<file path="src/timer_cfg.svh">
// Register indices, field positions, reset values and timing figures
`ifndef TIMER_CFG_SVH
`define TIMER_CFG_SVH
`define IDX_MODE 8'h2a
`define IDX_PRESCALE_LO 8'h2b
`define IDX_PRESET_HI 8'h2c
`define IDX_PRESET_LO 8'h2d
`define IDX_CURRENT_HI 8'h2e
`define IDX_CURRENT_LO 8'h2f
`define IDX_AUX_CTRL 8'h38
`define IDX_STATUS 8'h39
`define IDX_IRQ_STATUS 8'h3a
`define IDX_IRQ_MASK 8'h3b
`define MODE_AUTO_BIT 7
`define MODE_GATE_HI 6
`define MODE_GATE_LO 5
`define MODE_RELOAD_BIT 4
`define MODE_NIBBLE_HI 3
`define MODE_NIBBLE_LO 0
`define CTRL_MULTI_BIT 0
`define CTRL_START_BIT 1
`define CTRL_HALT_BIT 2
`define IRQ_DONE_BIT 0
`define IRQ_WRAP_BIT 1
`define IRQ_W 2
`define RST_BYTE 8'h00
`define GATE_NONE 2'h0
`define GATE_MULTIFUNCTION_INPUT_PIN 2'h1
`define GATE_AUXILIARY_PIN_ONE 2'h2
`define GATE_ANA3 2'h3
`define REF_KHZ 18'h01a7c
`define CLK_KHZ 18'h30d40
`endif

</file>
<file path="src/timer_pkg.sv">
// State types of the protocol countdown timer
package timer_pkg;
  typedef enum logic [1:0] {
    ST_IDLE = 2'b01,
    ST_RUN = 2'b10
  } run_state_t;

  typedef struct packed {
    run_state_t st;
    logic [7:0] mode;
    logic [7:0] prescale_lo;
    logic [7:0] preset_hi;
    logic [7:0] preset_lo;
    logic [15:0] cnt;
    logic multi;
    logic [1:0] irq_stat;
    logic [1:0] irq_mask;
    logic [31:0] prdata;
  } timer_state_t;

  typedef struct packed {
    logic [17:0] acc;
    logic pulse;
  } ref_state_t;

  typedef struct packed {
    logic [11:0] cnt;
    logic tick;
  } presc_state_t;
endpackage : timer_pkg

</file>
<file path="src/ref_clock_enable.sv">
// Fractional divider giving a 6.78 MHz enable pulse from pclk
`include "timer_cfg.svh"
module ref_clock_enable (
  input wire logic pclk,
  input wire logic presetn,
  output logic ref_en
);
  timer_pkg::ref_state_t s_q;
  timer_pkg::ref_state_t s_d;
  logic [17:0] sum;

  // Phase accumulator keeps the long-term rate exact; jitter is one cycle
  always_comb begin
    s_d = s_q;
    sum = s_q.acc + `REF_KHZ;
    if (sum >= `CLK_KHZ) begin
      s_d.acc = sum - `CLK_KHZ;
      s_d.pulse = 1'b1;
    end else begin
      s_d.acc = sum;
      s_d.pulse = 1'b0;
    end
  end

  always_ff @(posedge pclk or negedge presetn) begin
    if (!presetn) begin
      s_q <= '0;
    end else begin
      s_q <= s_d;
    end
  end

  assign ref_en = s_q.pulse;
endmodule : ref_clock_enable

</file>
<file path="src/tick_prescaler.sv">
// Divides the reference enable by the 12-bit divisor into timer ticks
module tick_prescaler #(
  parameter int DIV_W = 12
) (
  input wire logic pclk,
  input wire logic presetn,
  input wire logic ref_en,
  input wire logic restart,
  input wire logic [DIV_W-1:0] divisor,
  output logic tick
);
  timer_pkg::presc_state_t s_q;
  timer_pkg::presc_state_t s_d;
  logic [DIV_W-1:0] last;

  // A divisor of zero has no meaning; it runs as divide by one
  assign last = (divisor == '0) ? '0 : divisor - 1'b1;

  always_comb begin
    s_d = s_q;
    s_d.tick = 1'b0;
    if (restart) begin
      s_d.cnt = '0;
    end else if (ref_en) begin
      if (s_q.cnt >= last) begin
        s_d.cnt = '0;
        s_d.tick = 1'b1;
      end else begin
        s_d.cnt = s_q.cnt + 1'b1;
      end
    end
  end

  always_ff @(posedge pclk or negedge presetn) begin
    if (!presetn) begin
      s_q <= '0;
    end else begin
      s_q <= s_d;
    end
  end

  assign tick = s_q.tick;
endmodule : tick_prescaler

</file>
<file path="src/protocol_countdown_timer.sv">
// Protocol countdown timer with APB registers and interrupt
//
// Functional notes
// Auto-start bit 7 set: transmission end starts timer, every mode and speed.
// Auto-start with multi-frame clear: first received bit stops timer.
// Auto-start with multi-frame set: only the halt bit stops timer.
// Auto-start clear: transmit and receive events never start or stop timer.
// Bits 6:5 select gate: none, multifunction, auxiliary one, analog three.
// In gated mode active flag shows register enable, ignoring gate pin.
// Reload-on-zero bit 4 set: count restarts from preset at zero.
// Reload-on-zero clear: count ends at zero and sets done flag.
// Divisor is mode bits 3:0 above the prescale low byte.
// Tick rate is 6.78 MHz divided by the divisor.
// Mode and prescale low are read-write and reset to 00h.
// Each start loads the preset; preset writes act at next start.
// Current count readable as high and low read-only bytes.
// Running and gate open: count drops by one per tick.
`include "timer_cfg.svh"
module protocol_countdown_timer #(
  parameter int ADDR_W = 12
) (
  input wire logic pclk,
  input wire logic presetn,
  input wire logic psel,
  input wire logic penable,
  input wire logic pwrite,
  input wire logic [ADDR_W-1:0] paddr,
  input wire logic [31:0] pwdata,
  output logic [31:0] prdata,
  output logic pready,
  output logic pslverr,
  input wire logic tx_end,
  input wire logic rx_first_bit,
  input wire logic multifunction_input_pin,
  input wire logic auxiliary_pin_one,
  input wire logic analog_pin_three,
  output logic timer_active_flag,
  output logic countdown_done_flag,
  output logic irq
);
  timer_pkg::timer_state_t s_q;
  timer_pkg::timer_state_t s_d;

  logic [7:0] idx;
  logic addr_ok;
  logic mapped;
  logic wr;
  logic [31:0] rd_val;
  logic protocol_auto_start;
  logic [1:0] gate_source_select;
  logic reload_on_zero;
  logic [11:0] prescale_divisor;
  logic [15:0] countdown_preset;
  logic sw_start;
  logic immediate_timer_halt;
  logic start_evt;
  logic stop_evt;
  logic gate_open;
  logic ref_en;
  logic tick;
  logic running;
  logic tick_ok;
  logic done_evt;
  logic wrap_evt;
  logic [`IRQ_W-1:0] irq_clr;

  // Register bus decode
  assign idx = paddr[9:2];
  assign addr_ok = (paddr[1:0] == 2'h0) && (paddr[ADDR_W-1:10] == '0);
  always_comb begin
    case (idx)
      `IDX_MODE, `IDX_PRESCALE_LO, `IDX_PRESET_HI, `IDX_PRESET_LO,
      `IDX_CURRENT_HI, `IDX_CURRENT_LO, `IDX_AUX_CTRL, `IDX_STATUS,
      `IDX_IRQ_STATUS, `IDX_IRQ_MASK: mapped = addr_ok;
      default: mapped = 1'b0;
    endcase
  end
  // Zero wait states; read data is captured in the setup cycle, writes act in the access cycle
  assign pready = 1'b1;
  assign pslverr = psel && penable && !mapped;
  assign wr = psel && penable && pwrite && mapped;
  assign prdata = s_q.prdata;

  // Mode fields
  assign protocol_auto_start = s_q.mode[`MODE_AUTO_BIT];
  assign gate_source_select = s_q.mode[`MODE_GATE_HI:`MODE_GATE_LO];
  assign reload_on_zero = s_q.mode[`MODE_RELOAD_BIT];
  assign prescale_divisor = {s_q.mode[`MODE_NIBBLE_HI:`MODE_NIBBLE_LO],
                             s_q.prescale_lo};
  assign countdown_preset = {s_q.preset_hi, s_q.preset_lo};

  // Software command strobes
  assign sw_start = wr && (idx == `IDX_AUX_CTRL) && pwdata[`CTRL_START_BIT];
  assign immediate_timer_halt = wr && (idx == `IDX_AUX_CTRL)
                                && pwdata[`CTRL_HALT_BIT];
  assign irq_clr = (wr && (idx == `IDX_IRQ_STATUS)) ?
                   pwdata[`IRQ_W-1:0] : '0;

  // Protocol events only count while auto-start is set
  assign start_evt = (protocol_auto_start && tx_end) || sw_start;
  // With multi-frame receive set, reception leaves the timer alone
  assign stop_evt = (protocol_auto_start && !s_q.multi && rx_first_bit)
                    || immediate_timer_halt;

  // Gate selection
  always_comb begin
    case (gate_source_select)
      `GATE_NONE: gate_open = 1'b1;
      `GATE_MULTIFUNCTION_INPUT_PIN: gate_open = multifunction_input_pin;
      `GATE_AUXILIARY_PIN_ONE: gate_open = auxiliary_pin_one;
      `GATE_ANA3: gate_open = analog_pin_three;
      default: gate_open = 1'b1;
    endcase
  end

  assign running = (s_q.st == timer_pkg::ST_RUN);
  // Active flag follows the register enable only, never the gate pin
  assign timer_active_flag = running;
  assign tick_ok = running && tick && gate_open && !start_evt && !stop_evt;

  // Read mux
  always_comb begin
    rd_val = '0;
    case (idx)
      `IDX_MODE: rd_val[7:0] = s_q.mode;
      `IDX_PRESCALE_LO: rd_val[7:0] = s_q.prescale_lo;
      `IDX_PRESET_HI: rd_val[7:0] = s_q.preset_hi;
      `IDX_PRESET_LO: rd_val[7:0] = s_q.preset_lo;
      `IDX_CURRENT_HI: rd_val[7:0] = s_q.cnt[15:8];
      `IDX_CURRENT_LO: rd_val[7:0] = s_q.cnt[7:0];
      `IDX_AUX_CTRL: rd_val[`CTRL_MULTI_BIT] = s_q.multi;
      `IDX_STATUS: rd_val[0] = running;
      `IDX_IRQ_STATUS: rd_val[`IRQ_W-1:0] = s_q.irq_stat;
      `IDX_IRQ_MASK: rd_val[`IRQ_W-1:0] = s_q.irq_mask;
      default: rd_val = '0;
    endcase
    if (!addr_ok) begin
      rd_val = '0;
    end
  end

  // Next state
  always_comb begin
    s_d = s_q;
    done_evt = 1'b0;
    wrap_evt = 1'b0;
    if (psel && !penable && !pwrite) begin
      s_d.prdata = rd_val;
    end
    if (wr) begin
      case (idx)
        `IDX_MODE: s_d.mode = pwdata[7:0];
        `IDX_PRESCALE_LO: s_d.prescale_lo = pwdata[7:0];
        `IDX_PRESET_HI: s_d.preset_hi = pwdata[7:0];
        `IDX_PRESET_LO: s_d.preset_lo = pwdata[7:0];
        `IDX_AUX_CTRL: s_d.multi = pwdata[`CTRL_MULTI_BIT];
        `IDX_IRQ_MASK: s_d.irq_mask = pwdata[`IRQ_W-1:0];
        default: s_d.multi = s_q.multi;
      endcase
    end
    case (s_q.st)
      timer_pkg::ST_IDLE: begin
        // A stop in the same cycle as a start wins
        if (start_evt && !stop_evt) begin
          s_d.st = timer_pkg::ST_RUN;
          s_d.cnt = countdown_preset;
        end
      end
      timer_pkg::ST_RUN: begin
        if (stop_evt) begin
          s_d.st = timer_pkg::ST_IDLE;
        end else if (start_evt) begin
          s_d.cnt = countdown_preset;
        end else if (tick_ok) begin
          if (s_q.cnt == 16'h0000 && reload_on_zero) begin
            s_d.cnt = countdown_preset;
            wrap_evt = 1'b1;
          end else begin
            if (s_q.cnt != 16'h0000) begin
              s_d.cnt = s_q.cnt - 16'h0001;
            end
            if (s_q.cnt <= 16'h0001) begin
              done_evt = 1'b1;
              if (!reload_on_zero) begin
                s_d.st = timer_pkg::ST_IDLE;
              end
            end
          end
        end
      end
      default: s_d.st = timer_pkg::ST_IDLE;
    endcase
    // An event in the clearing cycle survives the clear
    s_d.irq_stat = (s_q.irq_stat & ~irq_clr)
                   | {wrap_evt, done_evt};
  end

  always_ff @(posedge pclk or negedge presetn) begin
    if (!presetn) begin
      s_q <= '0;
      s_q.st <= timer_pkg::ST_IDLE;
      s_q.mode <= `RST_BYTE;
      s_q.prescale_lo <= `RST_BYTE;
    end else begin
      s_q <= s_d;
    end
  end

  assign countdown_done_flag = s_q.irq_stat[`IRQ_DONE_BIT];
  assign irq = |(s_q.irq_stat & s_q.irq_mask);

  ref_clock_enable u_ref (
    .pclk(pclk),
    .presetn(presetn),
    .ref_en(ref_en)
  );

  tick_prescaler #(
    .DIV_W(12)
  ) u_presc (
    .pclk(pclk),
    .presetn(presetn),
    .ref_en(ref_en),
    .restart(start_evt),
    .divisor(prescale_divisor),
    .tick(tick)
  );
endmodule : protocol_countdown_timer

</file>
<file path="config.mk">
export PLATFORM = sky130hd
export DESIGN_NAME = protocol_countdown_timer
export DESIGN_NICKNAME = d
export VERILOG_FILES = /design/src/timer_pkg.sv /design/src/ref_clock_enable.sv /design/src/tick_prescaler.sv /design/src/protocol_countdown_timer.sv
export VERILOG_INCLUDE_DIRS = /design/src
export SDC_FILE = /design/constraint.sdc
export NUM_CORES = 1
export LEC_CHECK = 0
export BUFFER_PORTS_ARGS = -buffer_cell sky130_fd_sc_hd__buf_2
export CORE_ASPECT_RATIO = 1.5
export CORE_MARGIN = 2
export CORE_UTILIZATION = 45
export DETAILED_ROUTE_END_ITERATION = 8
export HOLD_SLACK_MARGIN = 0.1
export PLACE_DENSITY = 0.63
export SKIP_CTS_REPAIR_TIMING = 1
export SKIP_LAST_GASP = 1
export SLEW_MARGIN = 40
export SYNTH_ARGS = -nofsm -noshare
export SYNTH_HDL_FRONTEND = slang
export SYNTH_SLANG_ARGS = --single-unit
</file>
<file path="constraint.sdc">
create_clock -name pclk -period 7.3 [get_ports pclk]
set_input_delay 1.46 -clock pclk [delete_from_list [all_inputs] [get_ports pclk]]
set_output_delay 1.46 -clock pclk [all_outputs]
set_load 0.01 [all_outputs]
</file>
After elaboration in Yosys (flattened, before gate mapping). Index checks and enable logic that the tools add are counted.

Flip-flop bits (word level): 119. Input bits: 54. Output and inout bits: 37. Word-level logic and storage cells: 136.

Add/subtract/negate cells: 5. $lt $le $gt $ge: 3. Eq/ne operators: 24. Muxes and demuxes: 40. Bitwise operators: 4. Reductions and logical operators: 46.

Operator list (count): 16-bit two-way mux (6); 8-bit by 6-bit == test with 1-bit output (second input constant) (10); 12-bit two-way mux (3); 6-bit one-hot mux with 6 select lines (1); 16-bit one-hot mux with 2 select lines (1); 1-bit logical AND (20); 19-bit two-way mux (1); 18-bit by 13-bit adder with 18-bit output (second input constant) (1); 18-bit greater-or-equal comparator (second input constant) (1); 18-bit subtractor (second input constant) (1); 16-bit by 1-bit <= comparator with 1-bit output (second input constant) (1); 16-bit logical NOT (1); 2-bit two-way mux (8); 16-bit nonzero test (1); 16-bit by 1-bit subtractor with 16-bit output (second input constant) (1); 1-bit two-way mux (14); 13-bit two-way mux (1); 12-bit by 1-bit adder with 12-bit output (second input constant) (1); 12-bit greater-or-equal comparator (1); 12-bit logical NOT (1); 2-bit AND reduction (6); 12-bit by 1-bit subtractor with 12-bit output (second input constant) (1); 1-bit one-hot mux with 10 select lines (1); 10-bit OR reduction (1); other kinds (20) (38).

Longest topological paths before layout.
Depth after elaboration: 15. Depth in mapped cells: 16. Depth with buffers taken out: 14.

Cells and area by module. Synthesis repeated with hierarchy kept, for this count alone.

Cell total of the unflattened synthesis: 704. Area, all modules: 6515.0 um^2.

By module, submodules not included: protocol_countdown_timer (instances 1, cells an instance 402, area an instance 3920.0 um^2, seq. area each 1577.8 um^2); ref_clock_enable (instances 1, cells an instance 143, area an instance 1307.5 um^2, seq. area each 425.4 um^2); tick_prescaler (instances 1, cells an instance 159, area an instance 1287.5 um^2, seq. area each 325.3 um^2).

Worst setup path before layout. OpenSTA, ideal clock, no wires.

Path kind: register -> register. Start point: register s_q, in the netlist prescale_divisor[5]. End point: register u_presc.s_q[10] (netlist bit). Setup time: 0.116 ns. Data arrival time: 4.071 ns. Required time: 7.184 ns. Setup slack: 3.113 ns. Cell stages (with the launch flop): 17. Buffers on the path: 2. Clock period less this slack: 4.187 ns. Cell sequence: dfrtp_1 or4_4 or3_4 or4_1 or3b_1 buf_4 and2_4 ha_1 nand2b_1 a21o_1 a21o_1 a21oi_1 nor3_1 o221ai_1 clkbuf_1 nand4_1 o311ai_0.

Word-level cells in the longest chain between the ends: 6. Elaborated cells on any way between the ends: 7. Those cells by class: 1 x add/sub; 1 x order compare; 4 x mux; 1 x reduce/logical.

RTL lines: from (decl) (RTL line protocol_countdown_timer.sv:41) `timer_pkg::timer_state_t s_q;`; 12-bit by 1-bit subtractor with 12-bit output / 12-bit logical NOT (equally long branches) (RTL line tick_prescaler.sv:17) `assign last = (divisor == '0) ? '0 : divisor - 1'b1;`; 12-bit two-way mux * (RTL line tick_prescaler.sv:17); 12-bit greater-or-equal comparator * (RTL line tick_prescaler.sv:25) `if (s_q.cnt >= last) begin`; 12-bit two-way mux * (RTL line tick_prescaler.sv:25); 13-bit two-way mux * (RTL line tick_prescaler.sv:24) `end else if (ref_en) begin`; 12-bit two-way mux * (RTL line tick_prescaler.sv:22) `if (restart) begin`; to (signal assigned) (RTL line tick_prescaler.sv:36) `s_q <= '0;`; to (signal assigned) (RTL line tick_prescaler.sv:38) `s_q <= s_d;`; to (decl) (RTL line tick_prescaler.sv:12) `timer_pkg::presc_state_t s_q;`.

Every way passes the cells marked *; elsewhere a longest branch is shown, timed or not. The select of a mux whose other input is x is not followed. A chain may end at the register's enable or synchronous reset.

Final worst setup path.
Start point: register s_q, in the netlist prescale_divisor[3]. End point: register u_presc.s_q[8] (netlist bit).

The elaborated chain is that of the path after synthesis.

==> qor.csv <==
stage,metric,value,unit
run_status,status,"finished, final reports clean",
route,wirelength,14700,um
power_and_ir_drop,power-per-cell-area,212,nW/um^2
critical_path,critPathBufInv,1,
yosys,synth_edf_count,0,
worst_hold_path,holdPathStages,2,
final_layout,num_antenna_cells,0,
final_layout,fin_nets,764,
critical_path,r2r_end,u_presc.s_q[8],
critical_path,cpMostUsedCell,a21o_1,
route,ant_nets,0,
critical_path,cp-start-kind,flip-flop,
final_layout,layout_commonest_cell,dfrtp_1,
yosys,syn_avg_cell_area,9.26,um^2
critical_path,cp-end-kind,flip-flop,
final_layout,fillCellCount,1283,
final_layout,areaGrowthSynthToFinish,8.33,%
global_routing,grt_first_pass_wirelength,24200,um
sta,finalCritPeriodShare,63.4,%
critical_path,r2r_slack,2.67,ns
critical_path,cp_max_fo,14,
critical_path,crit_family,simple AND/OR/NAND/NOR gates,
yosys,yosys_warnings,0,
power_and_ir_drop,p_seq_share,40.8,%
floorplan,die_h,147,um
global_routing,grt_overflow,0,
sta,rsz0062_at_grt,no,
final_layout,stdcell_area,6670,um^2
power_and_ir_drop,net-switching-power,448,uW
yosys,syn_area,6160,um^2
power_and_ir_drop,combPwrFrac,22.9,%
cts,clkLatencyLatePin,0.35,ns
route,drt_iter0_drc,191,
critical_path,crit_path_max_incr_delay,0.54,ns
critical_path,required,7.53,ns
placement,port_buffers,41,
cts,h-tree-depth,3,
placement,hpwlAfterDp,11100,um
yosys,synthArstFlopShare,100,%
yosys,ys_types,79,
final_layout,layout_common_cells,"dfrtp_1, nand2_1, o21ai_0, a21oi_1, buf_2",
cts,clock-sinks,93,
sta,period_needed,4.63,ns
cts,cts_buffer_depth,2,
cts,clkSlewWorstSetupHoldPaths,0.07,ns
global_routing,antenna_found_initial,0,
worst_hold_path,hold_class,flip-flop to flip-flop,
worst_hold_path,min-delay-start,prdata[3],
global_routing,grt_start_max_net_pins,77,
cts,cts_buffers,9,
sta,clock.fmax,216,MHz
cts,clockRootBuffer,clkbuf_16,
critical_path,cp.arrival,4.86,ns
floorplan,start_util,45.9,%
global_routing,track_usage,20.5,%
sta,setup_slack,2.67,ns
route,drc,0,
critical_path,rr_startpoint,prescale_divisor[3],
floorplan,core_area,13400,um^2
critical_path,path_cells,"or4_4, or3_4, or4_1, or3b_1, and2_4, ha_1, nand2b_1, a21o_1, a21o_1, a21oi_1, nor3_1, o221ai_1, buf_4, nand2_1, o311ai_0",
sta,fin_skew,0.0126,ns
final_layout,drive_above_1_share,18.4,%
cts,cts_tree,done,
critical_path,criticalPathCategory,flip-flop to flip-flop,
sta,slew_headroom,48.1,%
route,wire_per_inst,17.2,um
sta,tns,0,ns
yosys,seq_area_frac_synth,37.8,%
flow_run,cap_violations,0,
critical_path,cpMaxStageDelayCell,or4_4,
route,dr.pass1.iters,5,
sta,worstMarginPinSlew,0.774,ns
yosys,synth_ff_type,dfrtp_1,
floorplan,die_w,99.5,um
placement,placed_area,6330,um^2
worst_hold_path,holdPathEnd,prdata[3],
floorplan,die_area,14700,um^2
power_and_ir_drop,vdd_drop_max,0.160,mV
placement,dp_slack,2.68,ns
route,vias,4916,
power_and_ir_drop,clkPwrFrac,36.3,%
power_and_ir_drop,p_leak,0.00295,uW
placement,finalWeightedCongestion,0.850,
floorplan,top_level_ports,91,
critical_path,r2r_cells,15,
power_and_ir_drop,intPower,969,uW
sta,setup_viol_count_final,0,
sta,hold_violations,0,
route,vias_per_cell,5.76,
power_and_ir_drop,p_sw_share,31.6,%
yosys,ys_seq_elements,93,
global_routing,grt_pass1_vias,4878,
floorplan,fp-row-count,52,
sta,slew_viol_final,0,
yosys,synth_cells,665,
## how the worst max path moves through the flow
stage | slack, ns | cells past startpoint | endpoint | startpoint
2_1_floorplan | 3.11 | 16 | u_presc.s_q[10] | prescale_divisor[5]
3_3_place_gp | 2.70 | 15 | u_presc.s_q[10] | prescale_divisor[5]
3_5_place_dp | 2.68 | 15 | u_presc.s_q[8] | prescale_divisor[3]
4_1_cts | 2.65 | 15 | u_presc.s_q[8] | prescale_divisor[3]
5_1_grt | 2.39 | 15 | u_presc.s_q[8] | prescale_divisor[3]
6_report | 2.67 | 15 | u_presc.s_q[8] | prescale_divisor[3]
## tightest hold or removal path, cell delays in order (launching register included)
cell	delay [ns]
dfrtp_1	0.35
nand2_1	0.05
o21ai_0	0.06
## layout make-up
type                       instances  area, um^2  area share, %
clock buffer                      10         239           3.58
clock inverter                     5        82.6           1.24
inverter                          31         116           1.74
multi-input combinational        509        3470           52.1
sequential                        93        2330           34.9
tap                              162         203           3.04
timing repair buffer              43         226           3.40
## power by group through the flow
stage	logic, uW	registers [uW]	clock network, uW
CTS	324	577	527
floorplan	256	578	0
global route	364	582	546
detailed placement	322	587	0
finish	324	578	515
global placement	315	584	0
## metrics by stage
step / std cells / hold slack (ns) / util [%] / total power, uW
floorplan: 688 / 0.451 / - / 834
global placement: 838 / 0.465 / 47.1 / 899
detailed placement: 838 / 0.475 / 47.2 / 909
CTS: 853 / 0.490 / 49.6 / 1430
global route: 853 / 0.522 / 49.8 / 1490
finish: 853 / 0.488 / 49.8 / 1420
## state kept, by name, indices dropped and copies added (netlist names)
| signal | cells |
|---|---|
| s_q | 22 |
| countdown_preset | 16 |
| u_ref.s_q | 16 |
| prescale_divisor | 12 |
| u_presc.s_q | 12 |
| prdata | 8 |
| gate_source_select | 2 |
| countdown_done_flag | 1 |
| protocol_auto_start | 1 |
| reload_on_zero | 1 |
| u_presc.tick | 1 |
| u_ref.ref_en | 1 |
## synthesized netlist by cell type, types with 6 or more instances
master | instances | area (um^2)
nand4_1 | 8 | 50.1
nand2b_1 | 8 | 50.1
nor2_1 | 37 | 139
buf_4 | 35 | 263
nand3_1 | 16 | 80.1
o22ai_1 | 8 | 50.1
buf_2 | 9 | 45.0
a21oi_1 | 40 | 200
xnor2_1 | 12 | 105
nor3b_1 | 6 | 45.0
mux2_2 | 39 | 439
ha_1 | 23 | 288
clkbuf_1 | 10 | 37.5
dfrtp_1 | 92 | 2300
nor4_1 | 8 | 50.1
a31oi_1 | 6 | 37.5
and3_1 | 10 | 62.6
inv_1 | 31 | 116
o21ai_0 | 44 | 220
nor3_1 | 22 | 110
or3_1 | 7 | 43.8
a22oi_1 | 16 | 120
nand2_1 | 67 | 251
xor2_1 | 20 | 175
## cells by family after synthesis
family | share of synthesized area [%]
other | 0.122
muxes | 8.68
xor gates and xnor gates | 4.55
DFF | 37.8
AOI/OAI and AO/OA | 16.1
and+or+nand+nor | 20.4
buffers and inverters | 7.56
adders and majority gates | 4.67
## metal layers
layer  wire, um  global-route usage [%]  vias to the layer above  part of all wire, %
met1       6330                    25.7                     2408                   43
li1           -                       -                     2387                    -
met4        484                    8.15                        0                  3.3
met3        462                    3.14                       31                  3.1
met5          0                       0                        -                    0
met2       7420                    35.0                       90                   50
Power figures use the tool's default switching activity.
